`src/pkg/fbsps_pkg.sv`:
```
// Purpose: shared constants and types for the flyback switch protection sequencer
// Assumes: core_clk at 10 MHz; comparator flags arrive as asynchronous logic levels
// Notes: register map, pin indices, timing counts and state codes live here
// Contract
// no switch-on during secondary stroke
// ignore demagnetization end during suppression window
// slow demagnetization lengthens off-time same cycle; the code waits for the next oscillator rise instead
// overvoltage sample filtered against short spikes
// filtered overvoltage: switch off, latch shutdown
// latched shutdown issues no switch-on
// latch clears only below reset supply level
// overvoltage, overtemperature, lock share one latch
// overtemperature stops switching, holds latch
// lock trip stops switching, sets latch
// lock path carries no digital filter
// control level ends on-time, secondary begins
// switch-on needs oscillator, demag end, valley
// current limit blanked, then ends on-time
// on-time never shorter than blanking; a latch trip, undervoltage or disable ends it sooner
// on-time capped at 50 us, restart
// short winding trip stops, safe restart
// aux current lowers peak limit each stroke
// soft start runs until start level
// aux output on after start, off latched
// start at start level, stop below undervoltage
// gate latched, one switch-on per cycle
// inputs synchronized, intervals counted in clocks
package fbsps_pkg;

    // timing
    localparam int CLK_PERIOD_NS = 100;
    localparam int T_SUPPR_NS = 1500;
    localparam int T_LEB_NS = 370;
    localparam int T_ON_MAX_NS = 50000;
    localparam logic [3:0] SUPPR_CYC = 4'((T_SUPPR_NS + CLK_PERIOD_NS - 1) / CLK_PERIOD_NS);
    localparam logic [9:0] LEB_CYC = 10'((T_LEB_NS + CLK_PERIOD_NS - 1) / CLK_PERIOD_NS);
    localparam logic [9:0] TON_MAX_CYC = 10'(T_ON_MAX_NS / CLK_PERIOD_NS);
    localparam logic [9:0] LEB_LAST = LEB_CYC - 10'h001;
    localparam logic [9:0] TON_LAST = TON_MAX_CYC - 10'h001;
    localparam logic [2:0] OVP_FILT_TRIP = 3'h4;

    // synchronised pin indices
    localparam int PIN_DEMAG = 0;
    localparam int PIN_OSC = 1;
    localparam int PIN_VALLEY = 2;
    localparam int PIN_CTRL = 3;
    localparam int PIN_OCP = 4;
    localparam int PIN_SWP = 5;
    localparam int PIN_OVP = 6;
    localparam int PIN_OTP = 7;
    localparam int PIN_LOCK = 8;
    localparam int PIN_START = 9;
    localparam int PIN_SUPPLY_UNDERVOLTAGE_LEVEL = 10;
    localparam int PIN_VRST = 11;
    localparam int PIN_SSLOW = 12;
    localparam int PIN_N = 13;

    // register map (byte addresses, low eight address bits decoded)
    localparam logic [7:0] ADDR_CTRL = 8'h00;
    localparam logic [7:0] ADDR_STATUS = 8'h04;
    localparam logic [7:0] ADDR_FAULT = 8'h08;
    localparam logic [7:0] ADDR_CYCLES = 8'h0C;
    localparam logic [7:0] ADDR_CORR = 8'h10;
    localparam logic CTRL_EN_RESET = 1'h1;
    localparam int CTRL_EN_BIT = 0;
    localparam int STAT_STATE_LSB = 0;
    localparam int STAT_LATCH_BIT = 3;
    localparam int STAT_GATE_BIT = 4;
    localparam int STAT_AUX_BIT = 5;
    localparam int STAT_SSRUN_BIT = 6;
    localparam int STAT_SSLIM_BIT = 7;
    localparam int FLT_MAXON = 0;
    localparam int FLT_SWP = 1;
    localparam int FLT_SUPPLY_UNDERVOLTAGE_LEVEL = 2;
    localparam int FLT_OVP = 3;
    localparam int FLT_OTP = 4;
    localparam int FLT_LOCK = 5;
    localparam int FLT_N = 6;

    typedef enum logic [2:0] {
        FBSPS_ST_IDLE = 3'b000,
        FBSPS_ST_WAIT = 3'b001,
        FBSPS_ST_VALLEY = 3'b010,
        FBSPS_ST_ON = 3'b011,
        FBSPS_ST_SEC = 3'b100,
        FBSPS_ST_RESTART = 3'b101,
        FBSPS_ST_LATCH = 3'b110
    } fbsps_state_t;

endpackage

```
`src/design/fbsps_core.sv`:
```
// Purpose: switch cycle control and protection sequencing for a flyback controller
// Assumes: single 10 MHz clock; analog comparators deliver asynchronous flags
// Notes: AHB-Lite slave, zero-wait writes, reads take one wait state
`timescale 1ns/1ns
module fbsps_core (
    // clock and reset
    input wire logic core_clk,
    input wire logic rstn,
    // comparator and supply monitor flags (asynchronous)
    input wire logic aux_winding_sense,
    input wire logic osc_high,
    input wire logic valley_det,
    input wire logic ctrl_level_trip,
    input wire logic ocp_trip,
    input wire logic swp_trip,
    input wire logic overvoltage_trip,
    input wire logic otp_trip,
    input wire logic lock_trip,
    input wire logic supply_start_level,
    input wire logic supply_undervoltage_level,
    input wire logic supply_reset_level,
    input wire logic sense_below_ss,
    // measured aux current code, same clock domain
    input wire logic [7:0] aux_current_code,
    // power stage controls
    output logic gate_drive,
    output logic aux_regulated_output,
    output logic soft_start_run,
    output logic soft_start_limit,
    output logic [7:0] power_limit_correction,
    // AHB-Lite slave
    input wire logic hsel,
    input wire logic [31:0] haddr,
    input wire logic [1:0] htrans,
    input wire logic hwrite,
    input wire logic [2:0] hsize,
    input wire logic [31:0] hwdata,
    input wire logic hready,
    output logic hreadyout,
    output logic hresp,
    output logic [31:0] hrdata
);

    logic [fbsps_pkg::PIN_N-1:0] pins_in;
    logic [fbsps_pkg::PIN_N-1:0] pin_f;

    assign pins_in = {sense_below_ss, supply_reset_level, supply_undervoltage_level,
        supply_start_level, lock_trip, otp_trip, overvoltage_trip, swp_trip, ocp_trip,
        ctrl_level_trip, valley_det, osc_high, aux_winding_sense};

    // three-stage synchroniser; a change is taken once stages two and three agree
    genvar gi;
    generate
        for (gi = 0; gi < fbsps_pkg::PIN_N; gi++) begin : g_sync
            logic s1_reg;
            logic s2_reg;
            logic s3_reg;
            logic f_reg;
            always_ff @(posedge core_clk or negedge rstn) begin
                if (!rstn) begin
                    s1_reg <= 1'b0;
                    s2_reg <= 1'b0;
                    s3_reg <= 1'b0;
                    f_reg <= 1'b0;
                end else begin
                    s1_reg <= pins_in[gi];
                    s2_reg <= s1_reg;
                    s3_reg <= s2_reg;
                    if (s2_reg == s3_reg) begin
                        f_reg <= s3_reg;
                    end
                end
            end
            assign pin_f[gi] = f_reg;
        end
    endgenerate

    logic demag_f, osc_f, valley_f, ctrl_f, ocp_f, swp_f, ovp_f;
    logic otp_f, lock_f, start_f, supply_undervoltage_level_f, vrst_f, sslow_f;

    assign {sslow_f, vrst_f, supply_undervoltage_level_f, start_f, lock_f, otp_f, ovp_f, swp_f, ocp_f, ctrl_f,
        valley_f, osc_f, demag_f} = pin_f;

    fbsps_pkg::fbsps_state_t st_reg;
    fbsps_pkg::fbsps_state_t st_next;
    logic [9:0] on_cnt_reg;
    logic [3:0] sup_cnt_reg;
    logic [2:0] ovp_cnt_reg;
    logic osc_d_reg, osc_arm_reg, latch_reg, gate_reg, start_seen_reg, ctrl_en_reg;
    logic [fbsps_pkg::FLT_N-1:0] fault_reg;
    logic [fbsps_pkg::FLT_N-1:0] fault_set;
    logic [15:0] cycles_reg;
    logic [7:0] corr_reg;
    logic ovp_evt, latch_set, running, abort, blank_done, turn_on;

    // lock and otp feed the latch directly, no filtering on that path
    assign ovp_evt = (ovp_cnt_reg == fbsps_pkg::OVP_FILT_TRIP);
    assign latch_set = ovp_evt | otp_f | lock_f;
    assign running = st_reg inside {fbsps_pkg::FBSPS_ST_WAIT, fbsps_pkg::FBSPS_ST_VALLEY,
        fbsps_pkg::FBSPS_ST_ON, fbsps_pkg::FBSPS_ST_SEC};
    assign abort = latch_set | supply_undervoltage_level_f | !ctrl_en_reg;
    assign blank_done = (on_cnt_reg >= fbsps_pkg::LEB_LAST);
    assign turn_on = (st_next == fbsps_pkg::FBSPS_ST_ON) && (st_reg != fbsps_pkg::FBSPS_ST_ON);

    always_comb begin
        st_next = st_reg;
        unique case (st_reg)
            fbsps_pkg::FBSPS_ST_IDLE: begin
                if (start_f && !supply_undervoltage_level_f && ctrl_en_reg) begin
                    st_next = fbsps_pkg::FBSPS_ST_WAIT;
                end
            end
            fbsps_pkg::FBSPS_ST_WAIT: begin
                if (osc_arm_reg && !demag_f) begin
                    st_next = fbsps_pkg::FBSPS_ST_VALLEY;
                end
            end
            fbsps_pkg::FBSPS_ST_VALLEY: begin
                if (valley_f && !demag_f) begin
                    st_next = fbsps_pkg::FBSPS_ST_ON;
                end
            end
            fbsps_pkg::FBSPS_ST_ON: begin
                if (blank_done && swp_f) begin
                    st_next = fbsps_pkg::FBSPS_ST_RESTART;
                end else if (on_cnt_reg == fbsps_pkg::TON_LAST) begin
                    st_next = fbsps_pkg::FBSPS_ST_RESTART;
                end else if (blank_done && (ctrl_f || ocp_f)) begin
                    st_next = fbsps_pkg::FBSPS_ST_SEC;
                end
            end
            fbsps_pkg::FBSPS_ST_SEC: begin
                if (sup_cnt_reg == fbsps_pkg::SUPPR_CYC && !demag_f) begin
                    st_next = fbsps_pkg::FBSPS_ST_WAIT;
                end
            end
            fbsps_pkg::FBSPS_ST_RESTART: begin
                if (supply_undervoltage_level_f) begin
                    st_next = fbsps_pkg::FBSPS_ST_IDLE;
                end
            end
            fbsps_pkg::FBSPS_ST_LATCH: begin
                if (!latch_reg) begin
                    st_next = fbsps_pkg::FBSPS_ST_IDLE;
                end
            end
            default: st_next = fbsps_pkg::FBSPS_ST_IDLE;
        endcase
        if (latch_set) begin
            st_next = fbsps_pkg::FBSPS_ST_LATCH;
        end else if (running && (supply_undervoltage_level_f || !ctrl_en_reg)) begin
            st_next = fbsps_pkg::FBSPS_ST_IDLE;
        end
    end

    always_ff @(posedge core_clk or negedge rstn) begin
        if (!rstn) begin
            st_reg <= fbsps_pkg::FBSPS_ST_IDLE;
            gate_reg <= 1'b0;
        end else begin
            st_reg <= st_next;
            gate_reg <= (st_next == fbsps_pkg::FBSPS_ST_ON);
        end
    end

    // on-time and suppression counters
    always_ff @(posedge core_clk or negedge rstn) begin
        if (!rstn) begin
            on_cnt_reg <= 10'h000;
            sup_cnt_reg <= 4'h0;
        end else begin
            if (st_reg != fbsps_pkg::FBSPS_ST_ON) begin
                on_cnt_reg <= 10'h000;
            end else if (on_cnt_reg != fbsps_pkg::TON_LAST) begin
                on_cnt_reg <= on_cnt_reg + 10'h001;
            end
            if (st_reg != fbsps_pkg::FBSPS_ST_SEC) begin
                sup_cnt_reg <= 4'h0;
            end else if (sup_cnt_reg != fbsps_pkg::SUPPR_CYC) begin
                sup_cnt_reg <= sup_cnt_reg + 4'h1;
            end
        end
    end

    // an oscillator rise during a still-running secondary stroke is not taken,
    // so a slow demagnetization pushes the switch-on out to the next period
    always_ff @(posedge core_clk or negedge rstn) begin
        if (!rstn) begin
            osc_d_reg <= 1'b0;
            osc_arm_reg <= 1'b0;
        end else begin
            osc_d_reg <= osc_f;
            if (turn_on) begin
                osc_arm_reg <= 1'b0;
            end else if (osc_f && !osc_d_reg && !demag_f) begin
                osc_arm_reg <= 1'b1;
            end
        end
    end

    // up/down count of overvoltage samples taken during the secondary stroke
    always_ff @(posedge core_clk or negedge rstn) begin
        if (!rstn) begin
            ovp_cnt_reg <= 3'h0;
        end else if (st_reg == fbsps_pkg::FBSPS_ST_IDLE || st_reg == fbsps_pkg::FBSPS_ST_LATCH) begin
            ovp_cnt_reg <= 3'h0;
        end else if (st_reg == fbsps_pkg::FBSPS_ST_SEC) begin
            if (ovp_f && ovp_cnt_reg != fbsps_pkg::OVP_FILT_TRIP) begin
                ovp_cnt_reg <= ovp_cnt_reg + 3'h1;
            end else if (!ovp_f && ovp_cnt_reg != 3'h0) begin
                ovp_cnt_reg <= ovp_cnt_reg - 3'h1;
            end
        end
    end

    // shutdown latch; a new trip beats the supply-reset clear
    always_ff @(posedge core_clk or negedge rstn) begin
        if (!rstn) begin
            latch_reg <= 1'b0;
        end else if (latch_set) begin
            latch_reg <= 1'b1;
        end else if (vrst_f) begin
            latch_reg <= 1'b0;
        end
    end

    // start tracking, soft start and aux output
    always_ff @(posedge core_clk or negedge rstn) begin
        if (!rstn) begin
            start_seen_reg <= 1'b0;
            soft_start_run <= 1'b0;
            soft_start_limit <= 1'b0;
            aux_regulated_output <= 1'b0;
        end else begin
            if (start_f) begin
                start_seen_reg <= 1'b1;
            end else if (vrst_f || supply_undervoltage_level_f) begin
                start_seen_reg <= 1'b0;
            end
            soft_start_run <= !start_f && !start_seen_reg;
            soft_start_limit <= !start_f && !start_seen_reg && !sslow_f;
            aux_regulated_output <= start_seen_reg && !latch_reg && !latch_set;
        end
    end

    // peak-limit correction captured while the primary stroke runs
    always_ff @(posedge core_clk or negedge rstn) begin
        if (!rstn) begin
            corr_reg <= 8'h00;
            cycles_reg <= 16'h0000;
        end else begin
            if (st_reg == fbsps_pkg::FBSPS_ST_ON) begin
                corr_reg <= aux_current_code;
            end
            if (turn_on) begin
                cycles_reg <= cycles_reg + 16'h0001;
            end
        end
    end

    assign gate_drive = gate_reg;
    assign power_limit_correction = corr_reg;

    assign fault_set[fbsps_pkg::FLT_MAXON] = (st_reg == fbsps_pkg::FBSPS_ST_ON)
        && (on_cnt_reg == fbsps_pkg::TON_LAST);
    assign fault_set[fbsps_pkg::FLT_SWP] = (st_reg == fbsps_pkg::FBSPS_ST_ON) && blank_done && swp_f;
    assign fault_set[fbsps_pkg::FLT_SUPPLY_UNDERVOLTAGE_LEVEL] = running && supply_undervoltage_level_f;
    assign fault_set[fbsps_pkg::FLT_OVP] = ovp_evt;
    assign fault_set[fbsps_pkg::FLT_OTP] = otp_f;
    assign fault_set[fbsps_pkg::FLT_LOCK] = lock_f;

    // AHB-Lite slave
    logic wr_pend_reg, rd_wait_reg, take, fault_wr;
    logic [7:0] wr_addr_reg, rd_addr_reg;
    logic [31:0] rd_mux;

    assign take = hsel && hready && htrans[1];
    assign fault_wr = wr_pend_reg && (wr_addr_reg == fbsps_pkg::ADDR_FAULT);
    assign hresp = 1'b0;

    always_ff @(posedge core_clk or negedge rstn) begin
        if (!rstn) begin
            wr_pend_reg <= 1'b0;
            wr_addr_reg <= 8'h00;
            rd_wait_reg <= 1'b0;
            rd_addr_reg <= 8'h00;
            hreadyout <= 1'b1;
            hrdata <= 32'h0000_0000;
        end else begin
            wr_pend_reg <= take && hwrite;
            if (take) begin
                wr_addr_reg <= haddr[7:0];
                rd_addr_reg <= haddr[7:0];
            end
            // one wait state lets a read see a write committed just before it
            rd_wait_reg <= take && !hwrite;
            hreadyout <= !(take && !hwrite);
            if (rd_wait_reg) begin
                hrdata <= rd_mux;
            end
        end
    end

    always_comb begin
        rd_mux = 32'h0000_0000;
        unique case (rd_addr_reg)
            fbsps_pkg::ADDR_CTRL: rd_mux[fbsps_pkg::CTRL_EN_BIT] = ctrl_en_reg;
            fbsps_pkg::ADDR_STATUS: begin
                rd_mux[fbsps_pkg::STAT_STATE_LSB +: 3] = st_reg;
                rd_mux[fbsps_pkg::STAT_LATCH_BIT] = latch_reg;
                rd_mux[fbsps_pkg::STAT_GATE_BIT] = gate_reg;
                rd_mux[fbsps_pkg::STAT_AUX_BIT] = aux_regulated_output;
                rd_mux[fbsps_pkg::STAT_SSRUN_BIT] = soft_start_run;
                rd_mux[fbsps_pkg::STAT_SSLIM_BIT] = soft_start_limit;
            end
            fbsps_pkg::ADDR_FAULT: rd_mux[fbsps_pkg::FLT_N-1:0] = fault_reg;
            fbsps_pkg::ADDR_CYCLES: rd_mux[15:0] = cycles_reg;
            fbsps_pkg::ADDR_CORR: rd_mux[7:0] = corr_reg;
            default: rd_mux = 32'h0000_0000;
        endcase
    end

    always_ff @(posedge core_clk or negedge rstn) begin
        if (!rstn) begin
            ctrl_en_reg <= fbsps_pkg::CTRL_EN_RESET;
        end else if (wr_pend_reg && wr_addr_reg == fbsps_pkg::ADDR_CTRL) begin
            ctrl_en_reg <= hwdata[fbsps_pkg::CTRL_EN_BIT];
        end
    end

    // sticky fault causes, write one to clear, a new event wins over the clear
    always_ff @(posedge core_clk or negedge rstn) begin
        if (!rstn) begin
            fault_reg <= '0;
        end else if (fault_wr) begin
            fault_reg <= (fault_reg & ~hwdata[fbsps_pkg::FLT_N-1:0]) | fault_set;
        end else begin
            fault_reg <= fault_reg | fault_set;
        end
    end
endmodule

```
`config.mk`:
```
export PLATFORM = sky130hd
export DESIGN_NAME = fbsps_core
export DESIGN_NICKNAME = d
export VERILOG_FILES = /design/src/pkg/fbsps_pkg.sv /design/src/design/fbsps_core.sv
export SDC_FILE = /design/constraint.sdc
export NUM_CORES = 1
export LEC_CHECK = 0
export ABC_CLOCK_PERIOD_IN_PS = 2000
export BUFFER_PORTS_ARGS = -buffer_cell sky130_fd_sc_hd__buf_2
export CAP_MARGIN = 20
export CORE_ASPECT_RATIO = 1.1
export CORE_UTILIZATION = 48
export DETAILED_ROUTE_END_ITERATION = 8
export PLACE_DENSITY_LB_ADDON = 0.08
export SYNTH_ARGS = -nofsm -noshare
export SYNTH_HDL_FRONTEND = slang
export SYNTH_SLANG_ARGS = --single-unit
```
`constraint.sdc`:
```
create_clock -name core_clk -period 2 [get_ports core_clk]
set_input_delay 0.4 -clock core_clk [delete_from_list [all_inputs] [get_ports core_clk]]
set_output_delay 0.4 -clock core_clk [all_outputs]
set_load 0.005 [all_outputs]
```
==> results of run 1 <==
logic make-up after synthesis:
group,synth area share (%)
AOI/OAI and AO/OA,8.78
DFF,60.8
buffers and inverters,5.37
xor gates and xnor gates,4.00
other,0.0659
adders and majority gates,3.30
muxes,3.59
and+or+nand+nor,14.1
Yosys cell counts (2+ instances only):
| cell type | number | share of area (%) |
|---|---|---|
| a221oi_1 | 6 | 0.92 |
| a211oi_1 | 4 | 0.53 |
| buf_1 | 2 | 0.13 |
| nor2_1 | 43 | 2.8 |
| nor3b_1 | 2 | 0.26 |
| xnor2_1 | 8 | 1.2 |
| nor3_1 | 10 | 0.88 |
| xor2_1 | 18 | 2.8 |
| a21oi_1 | 7 | 0.62 |
| a21o_1 | 3 | 0.40 |
| o21ai_0 | 14 | 1.2 |
| and3_1 | 6 | 0.66 |
| a22o_1 | 2 | 0.31 |
| dfstp_2 | 2 | 0.92 |
| o22ai_1 | 6 | 0.66 |
| nand2_1 | 52 | 3.4 |
| inv_1 | 25 | 1.6 |
| a31oi_1 | 4 | 0.44 |
| buf_4 | 17 | 2.2 |
| mux2_2 | 11 | 2.2 |
| ha_1 | 3 | 0.66 |
| a21boi_0 | 2 | 0.26 |
| mux2i_1 | 8 | 1.4 |
| maj3_1 | 13 | 2.3 |
| nand2b_1 | 4 | 0.44 |
| nor2b_1 | 3 | 0.33 |
| nand4_1 | 4 | 0.44 |
| dfrtp_1 | 136 | 60 |
| and4_1 | 4 | 0.62 |
| buf_6 | 3 | 0.59 |
| or3b_1 | 2 | 0.31 |
| nand3_1 | 22 | 1.9 |
| a222oi_1 | 2 | 0.35 |
| nor4_2 | 2 | 0.44 |
| clkbuf_1 | 10 | 0.66 |
| nor4_1 | 6 | 0.66 |
through the flow:
step	worst slack (ns)	utilization [%]
after global routing	-0.167	64.0
final	-0.122	64.0
after CTS	-0.0739	63.5
after global placement	-0.162	57.2
after detailed placement	-0.194	57.2
after floorplan	-0.0410	-
final cells by class:
class                      instances  area [sq um]  share of cell area [%]
tap                              150           188                    2.55
timing repair buffer             136           902                    12.3
clock buffer                      17           425                    5.78
inverter                          25          93.8                    1.28
sequential                       138          3460                    47.0
multi-input combinational        313          2130                    29.0
clock inverter                    15           158                    2.14
power by group:
group | internal (mW) | total [mW] | switching, mW | leakage (nW)
clock network | 1.76 | 3.03 | 1.27 | 0.274
logic | 0.354 | 0.679 | 0.325 | 1.48
registers | 2.97 | 3.14 | 0.164 | 1.70
total | 5.09 | 6.84 | 1.76 | 3.45
worst reg2reg max path: stages (launching register included):
cell,delay [ns]
dfrtp_2,0.42
buf_4,0.16
or4b_4,0.55
a21oi_4,0.30
o31ai_4,0.15
buf_4,0.16
mux2_4,0.28
metal layers:
layer / wire length, microns / vias to the layer above / track usage (%)
li1: - / 1966 / -
met1: 5330 / 2015 / 27.1
met2: 6010 / 86 / 35.3
met3: 471 / 21 / 4.91
met4: 214 / 0 / 8.70
met5: 0 / - / 0
repair_timing:
action | in CTS | in global routing
gates cloned | 1 | 0
setup endpoints to repair | 16 | 21
setup buffers | 4 | 4
endpoints found under the hold margin | 40 | 0
resized for setup | 15 | 10
pin swaps | 15 | 1
hold buffers | 1 | 0
final timing paths:
check                                       startpoint                     endpoint  slack, ns  depth (start not counted)
max                                st_reg[0]$_DFF_PN0_    cycles_reg[1]$_DFFE_PN0P_      -0.12                          6
min                                     sense_below_ss  g_sync[12].s1_reg$_DFF_PN0_       0.09                          1
max reg2reg                        st_reg[0]$_DFF_PN0_    cycles_reg[1]$_DFFE_PN0P_      -0.12                          6
min reg2reg                g_sync[11].s1_reg$_DFF_PN0_  g_sync[11].s2_reg$_DFF_PN0_       0.35                          0
max in group asynchronous                         rstn      ctrl_en_reg$_DFFE_PN1P_       0.90                          3
min in group asynchronous                         rstn        hrdata[9]$_DFFE_PN0P_       0.48                          2
==> out/results.tsv, run 1 <==
metric	value	unit
outcome	finished, violations left	
failed_checks	negative setup slack	
post_dp_cell_area	0.00658	sq mm
diodes	0	
path_common_cell	buf_4	
ir_drop	0.660	mV
ys_ff_latch	138	
max_stage_delay	0.54	ns
instances_no_fill	794	
syn_to_final_growth	29.3	%
synthCells	492	
hold_viol_final	0	
globalRouteOverflowTotal	0	
die_x	106	microns
worst_slew_margin_rel	65.2	%
setup_viol	14	
cts.sinks	138	
cp_max_fo	6	
dp.cells	753	
rows	41	
cts_buffers	17	
power_density	930	mW/mm^2
critPathKind	flip-flop to flip-flop	
die_area	0.0123	sq mm
synth_edf_count	0	
drt.antenna.violating_nets	0	
fp.coreArea	0.0115	sq mm
maxCapViolCount	0	
fin_skew	0.00653	ns
drt_wl_total	12.0	mm
cp_data_required_time	2.30	ns
vias	4088	
fin_setup_tns	-0.825	ns
grt_pass1_wl	19.8	mm
worst_slew_pin_slew	0.509	ns
grt_setup_unrepaired	true	
clkLatencyLatePin	0.41	ns
yosysSeqAreaShare	60.8	%
first_global_vias	4049	
min_period_over_period	106	%
place_congestion	0.849	
mostFrequentLayoutCells	dfrtp_1, buf_2, buf_4	
dp_hpwl	8.55	mm
synth_area	0.00569	sq mm
cp.arrival	2.42	ns
cp_top_family	simple AND/OR/NAND/NOR gates	
vias_per_cell	5.15	
hold-worst-slack	0.0870	ns
clk_pin_slew	0.06	ns
place.port_buffers	69	
wl_per_cell	15.1	microns
synth-async-reset-ratio	100	%
final_common_cell	dfrtp_1	
start_util	49.5	%
htree_levels	4	
crit_chain	buf_4 > or4b_4 > a21oi_4 > o31ai_4 > buf_4 > mux2_4	
n_fill_cell	935	
ios	141	
finalWorstSetupSlack	-0.122	ns
synth_cell_types	62	
drive_gt1_share	32.1	%
fin_area	0.00736	sq mm
startpoint_type	flip-flop	
initialDrtViolationCount	169	
path_buf_inv	2	
crit_path_end_kind	flip-flop	
p_leak	3.45	nW
drc_errors	0	
syn_area_per_cell	11.6	sq um
cts_buffer_depth	2	
clock.fmax	471	MHz
cts_root_buf	clkbuf_16	
drt_pass1_iterations	4	
nets	730	
track_usage	21.2	%
ys_warn_count	0	
dieHeight	116	microns
synthFlopType	dfrtp_1	
grt_max_degree	45	
critPathSlowestCell	or4b_4	
hold_class	input port to flip-flop	
slew_violations	0	
cts_tree	done	
finalPower	6.84	mW
antenna_found_initial	0	
fin_crit	2.12	ns
Power figures use the tool's default switching activity.
==> run 2, diff against run 1 <==
--- a/config.mk
+++ b/config.mk
@@ -5,11 +5,12 @@
 export SDC_FILE = /design/constraint.sdc
 export NUM_CORES = 1
 export LEC_CHECK = 0
-export ABC_CLOCK_PERIOD_IN_PS = 2000
+export ABC_CLOCK_PERIOD_IN_PS = 1800
 export BUFFER_PORTS_ARGS = -buffer_cell sky130_fd_sc_hd__buf_2
 export CAP_MARGIN = 20
 export CORE_ASPECT_RATIO = 1.1
-export CORE_UTILIZATION = 48
+export CORE_UTILIZATION = 50
+export CTS_BUF_LIST = sky130_fd_sc_hd__clkbuf_4 sky130_fd_sc_hd__clkbuf_8
 export DETAILED_ROUTE_END_ITERATION = 8
 export PLACE_DENSITY_LB_ADDON = 0.08
 export SYNTH_ARGS = -nofsm -noshare
==> constraint.sdc (replaced) <==
create_clock -name core_clk -period 1.8 [get_ports core_clk]
set_input_delay 0.36 -clock core_clk [delete_from_list [all_inputs] [get_ports core_clk]]
set_output_delay 0.36 -clock core_clk [all_outputs]
set_load 0.005 [all_outputs]
==> run 2 against run 1 <==
Effect of this change: the flow still finishes with violations (negative setup slack); non-clock buffer count increased by 9; wire length increased by 0.57%; maximum frequency is 0.71% higher; worst hold slack lost 0.061 ns; worst setup slack got worse by 0.19 ns; clock-buffer cell count increased by 1; sequential cell count unchanged.
==> out/results.tsv, run 2 (synthesized netlist as in run 1, its figures left out) <==
metric	value	unit
cp_data_required_time	2.16	ns
drt_wl_total	12.1	mm
dp_hpwl	8.57	mm
critPathSlowestCell	dfstp_2	
rows	40	
finalWorstSetupSlack	-0.308	ns
startpoint_type	flip-flop	
busiest_layer	met2	
cts.sinks	138	
met1_usage	29.1	%
clkLatencyLatePin	0.44	ns
diodes	0	
cp_max_fo	5	
cts_root_buf	clkbuf_8	
die_area	0.0118	sq mm
antenna_found_initial	0	
vias	4173	
grt_pass1_wl	20.2	mm
grt_max_degree	40	
drt.antenna.violating_nets	0	
cts_buffer_depth	2	
crit_chain	nand2b_4 > or4b_4 > a21oi_4 > o31ai_4 > buf_4 > nor4_4 > xor2_1	
hold_viol_final	0	
fp.coreArea	0.0110	sq mm
fin_skew	0.0136	ns
dpl_worst_slack	-0.348	ns
clock.fmax	474	MHz
dieHeight	114	microns
globalRouteOverflowTotal	0	
post_dp_cell_area	0.00666	sq mm
met2_usage	35.8	%
p_leak	3.46	nW
cp.arrival	2.47	ns
syn_to_final_growth	29.7	%
track_usage	22.1	%
mostFrequentLayoutCells	dfrtp_1, buf_2, buf_4	
grt_setup_unrepaired	true	
setup_viol	17	
initialDrtViolationCount	182	
min_period_over_period	117	%
die_x	104	microns
first_global_vias	4164	
wl_per_cell	15.1	microns
power_density	945	mW/mm^2
maxCapViolCount	0	
ir_drop	0.741	mV
nets	739	
vias_per_cell	5.22	
start_util	51.7	%
grt_use_met3	4.00	%
hold_class	input port to flip-flop	
hold-worst-slack	0.0261	ns
place.port_buffers	69	
drt_pass1_iterations	4	
slew_violations	0	
fin_area	0.00737	sq mm
cts_tree	done	
final_common_cell	dfrtp_1	
clk_pin_slew	0.09	ns
outcome	finished, violations left	
drc_errors	0	
fin_crit	2.11	ns
drive_gt1_share	35.4	%
htree_levels	4	
crit_path_end_kind	flip-flop	
critPathKind	flip-flop to flip-flop	
place_congestion	0.821	
ios	141	
cts_buffers	17	
failed_checks	negative setup slack	
max_stage_delay	0.57	ns
[run 2: cell count changes in the layout (fill, tap and decap cells not counted), sizes merged]
cell,before,now
inv,32,30
clkinvlp,4,3
dlygate4sd3,1,4
clkbuf,17,18
buf,135,141
bufinv,1,3
[run 2: metrics by stage]
step	setup TNS (ns)	instances	total power, mW	utilization (%)
2_1_floorplan	-2.24	508	3.90	-
3_5_place_dp	-4.54	758	4.29	60.5
6_report	-3.63	800	6.97	67.0
4_1_cts	-3.17	795	7.02	65.7
3_3_place_gp	-4.23	758	4.27	60.5
5_1_grt	-4.94	800	7.31	67.0
[run 2: worst paths after layout]
| check | startpoint | end | slack (ns) | cells past startpoint |
|---|---|---|---|---|
| max | ctrl_en_reg$_DFFE_PN1P_ | cycles_reg[6]$_DFFE_PN0P_ | -0.31 | 7 |
| min | supply_undervoltage_level | g_sync[10].s1_reg$_DFF_PN0_ | 0.03 | 1 |
| max reg2reg | ctrl_en_reg$_DFFE_PN1P_ | cycles_reg[6]$_DFFE_PN0P_ | -0.31 | 7 |
| min reg2reg | g_sync[4].s1_reg$_DFF_PN0_ | g_sync[4].s2_reg$_DFF_PN0_ | 0.35 | 0 |
| max in group asynchronous | rstn | ctrl_en_reg$_DFFE_PN1P_ | 0.86 | 3 |
| min in group asynchronous | rstn | on_cnt_reg[4]$_DFFE_PN0N_ | 0.38 | 2 |
[run 2: cell type report]
type | count | area [sq um]
Timing Repair Buffer | 145 | 990
Sequential cell | 138 | 3460
Clock buffer | 18 | 248
Inverter | 25 | 93.8
Clock inverter | 14 | 183
Tap cell | 147 | 184
Fill cell | 881 | 3640
Multi-Input combinational cell | 313 | 2220
[run 2: routing by layer]
metal / vias to the layer above / share of wire [%]
met3: 23 / 3.9
met2: 100 / 50
met1: 2075 / 44
met4: 0 / 2.0
li1: 1975 / -
met5: - / 0
[run 2: power by group]
group | switching, mW | internal (mW) | total, mW
sequential | 0.189 | 3.30 | 3.49
combinational | 0.387 | 0.431 | 0.818
clock | 1.23 | 1.43 | 2.66
[run 2: worst max-delay path: cells and delay by family, from the launching register on]
kind / cells / cell delay (ns)
AND/OR/NAND/NOR: 3 / 0.72
AO/OA/AOI/OAI: 2 / 0.42
buffers and inverters: 1 / 0.16
XOR/XNOR: 1 / 0.16
flip-flops: 1 / 0.57
[run 2: timing repair]
item                                   CTS  global route
gates resized for setup                 20            25
pin swaps                               14            20
cloned                                   1             0
endpoints found under the hold margin   25             1
buffers inserted                         1             5
hold buffers                             3             1
setup endpoints to repair               24            35
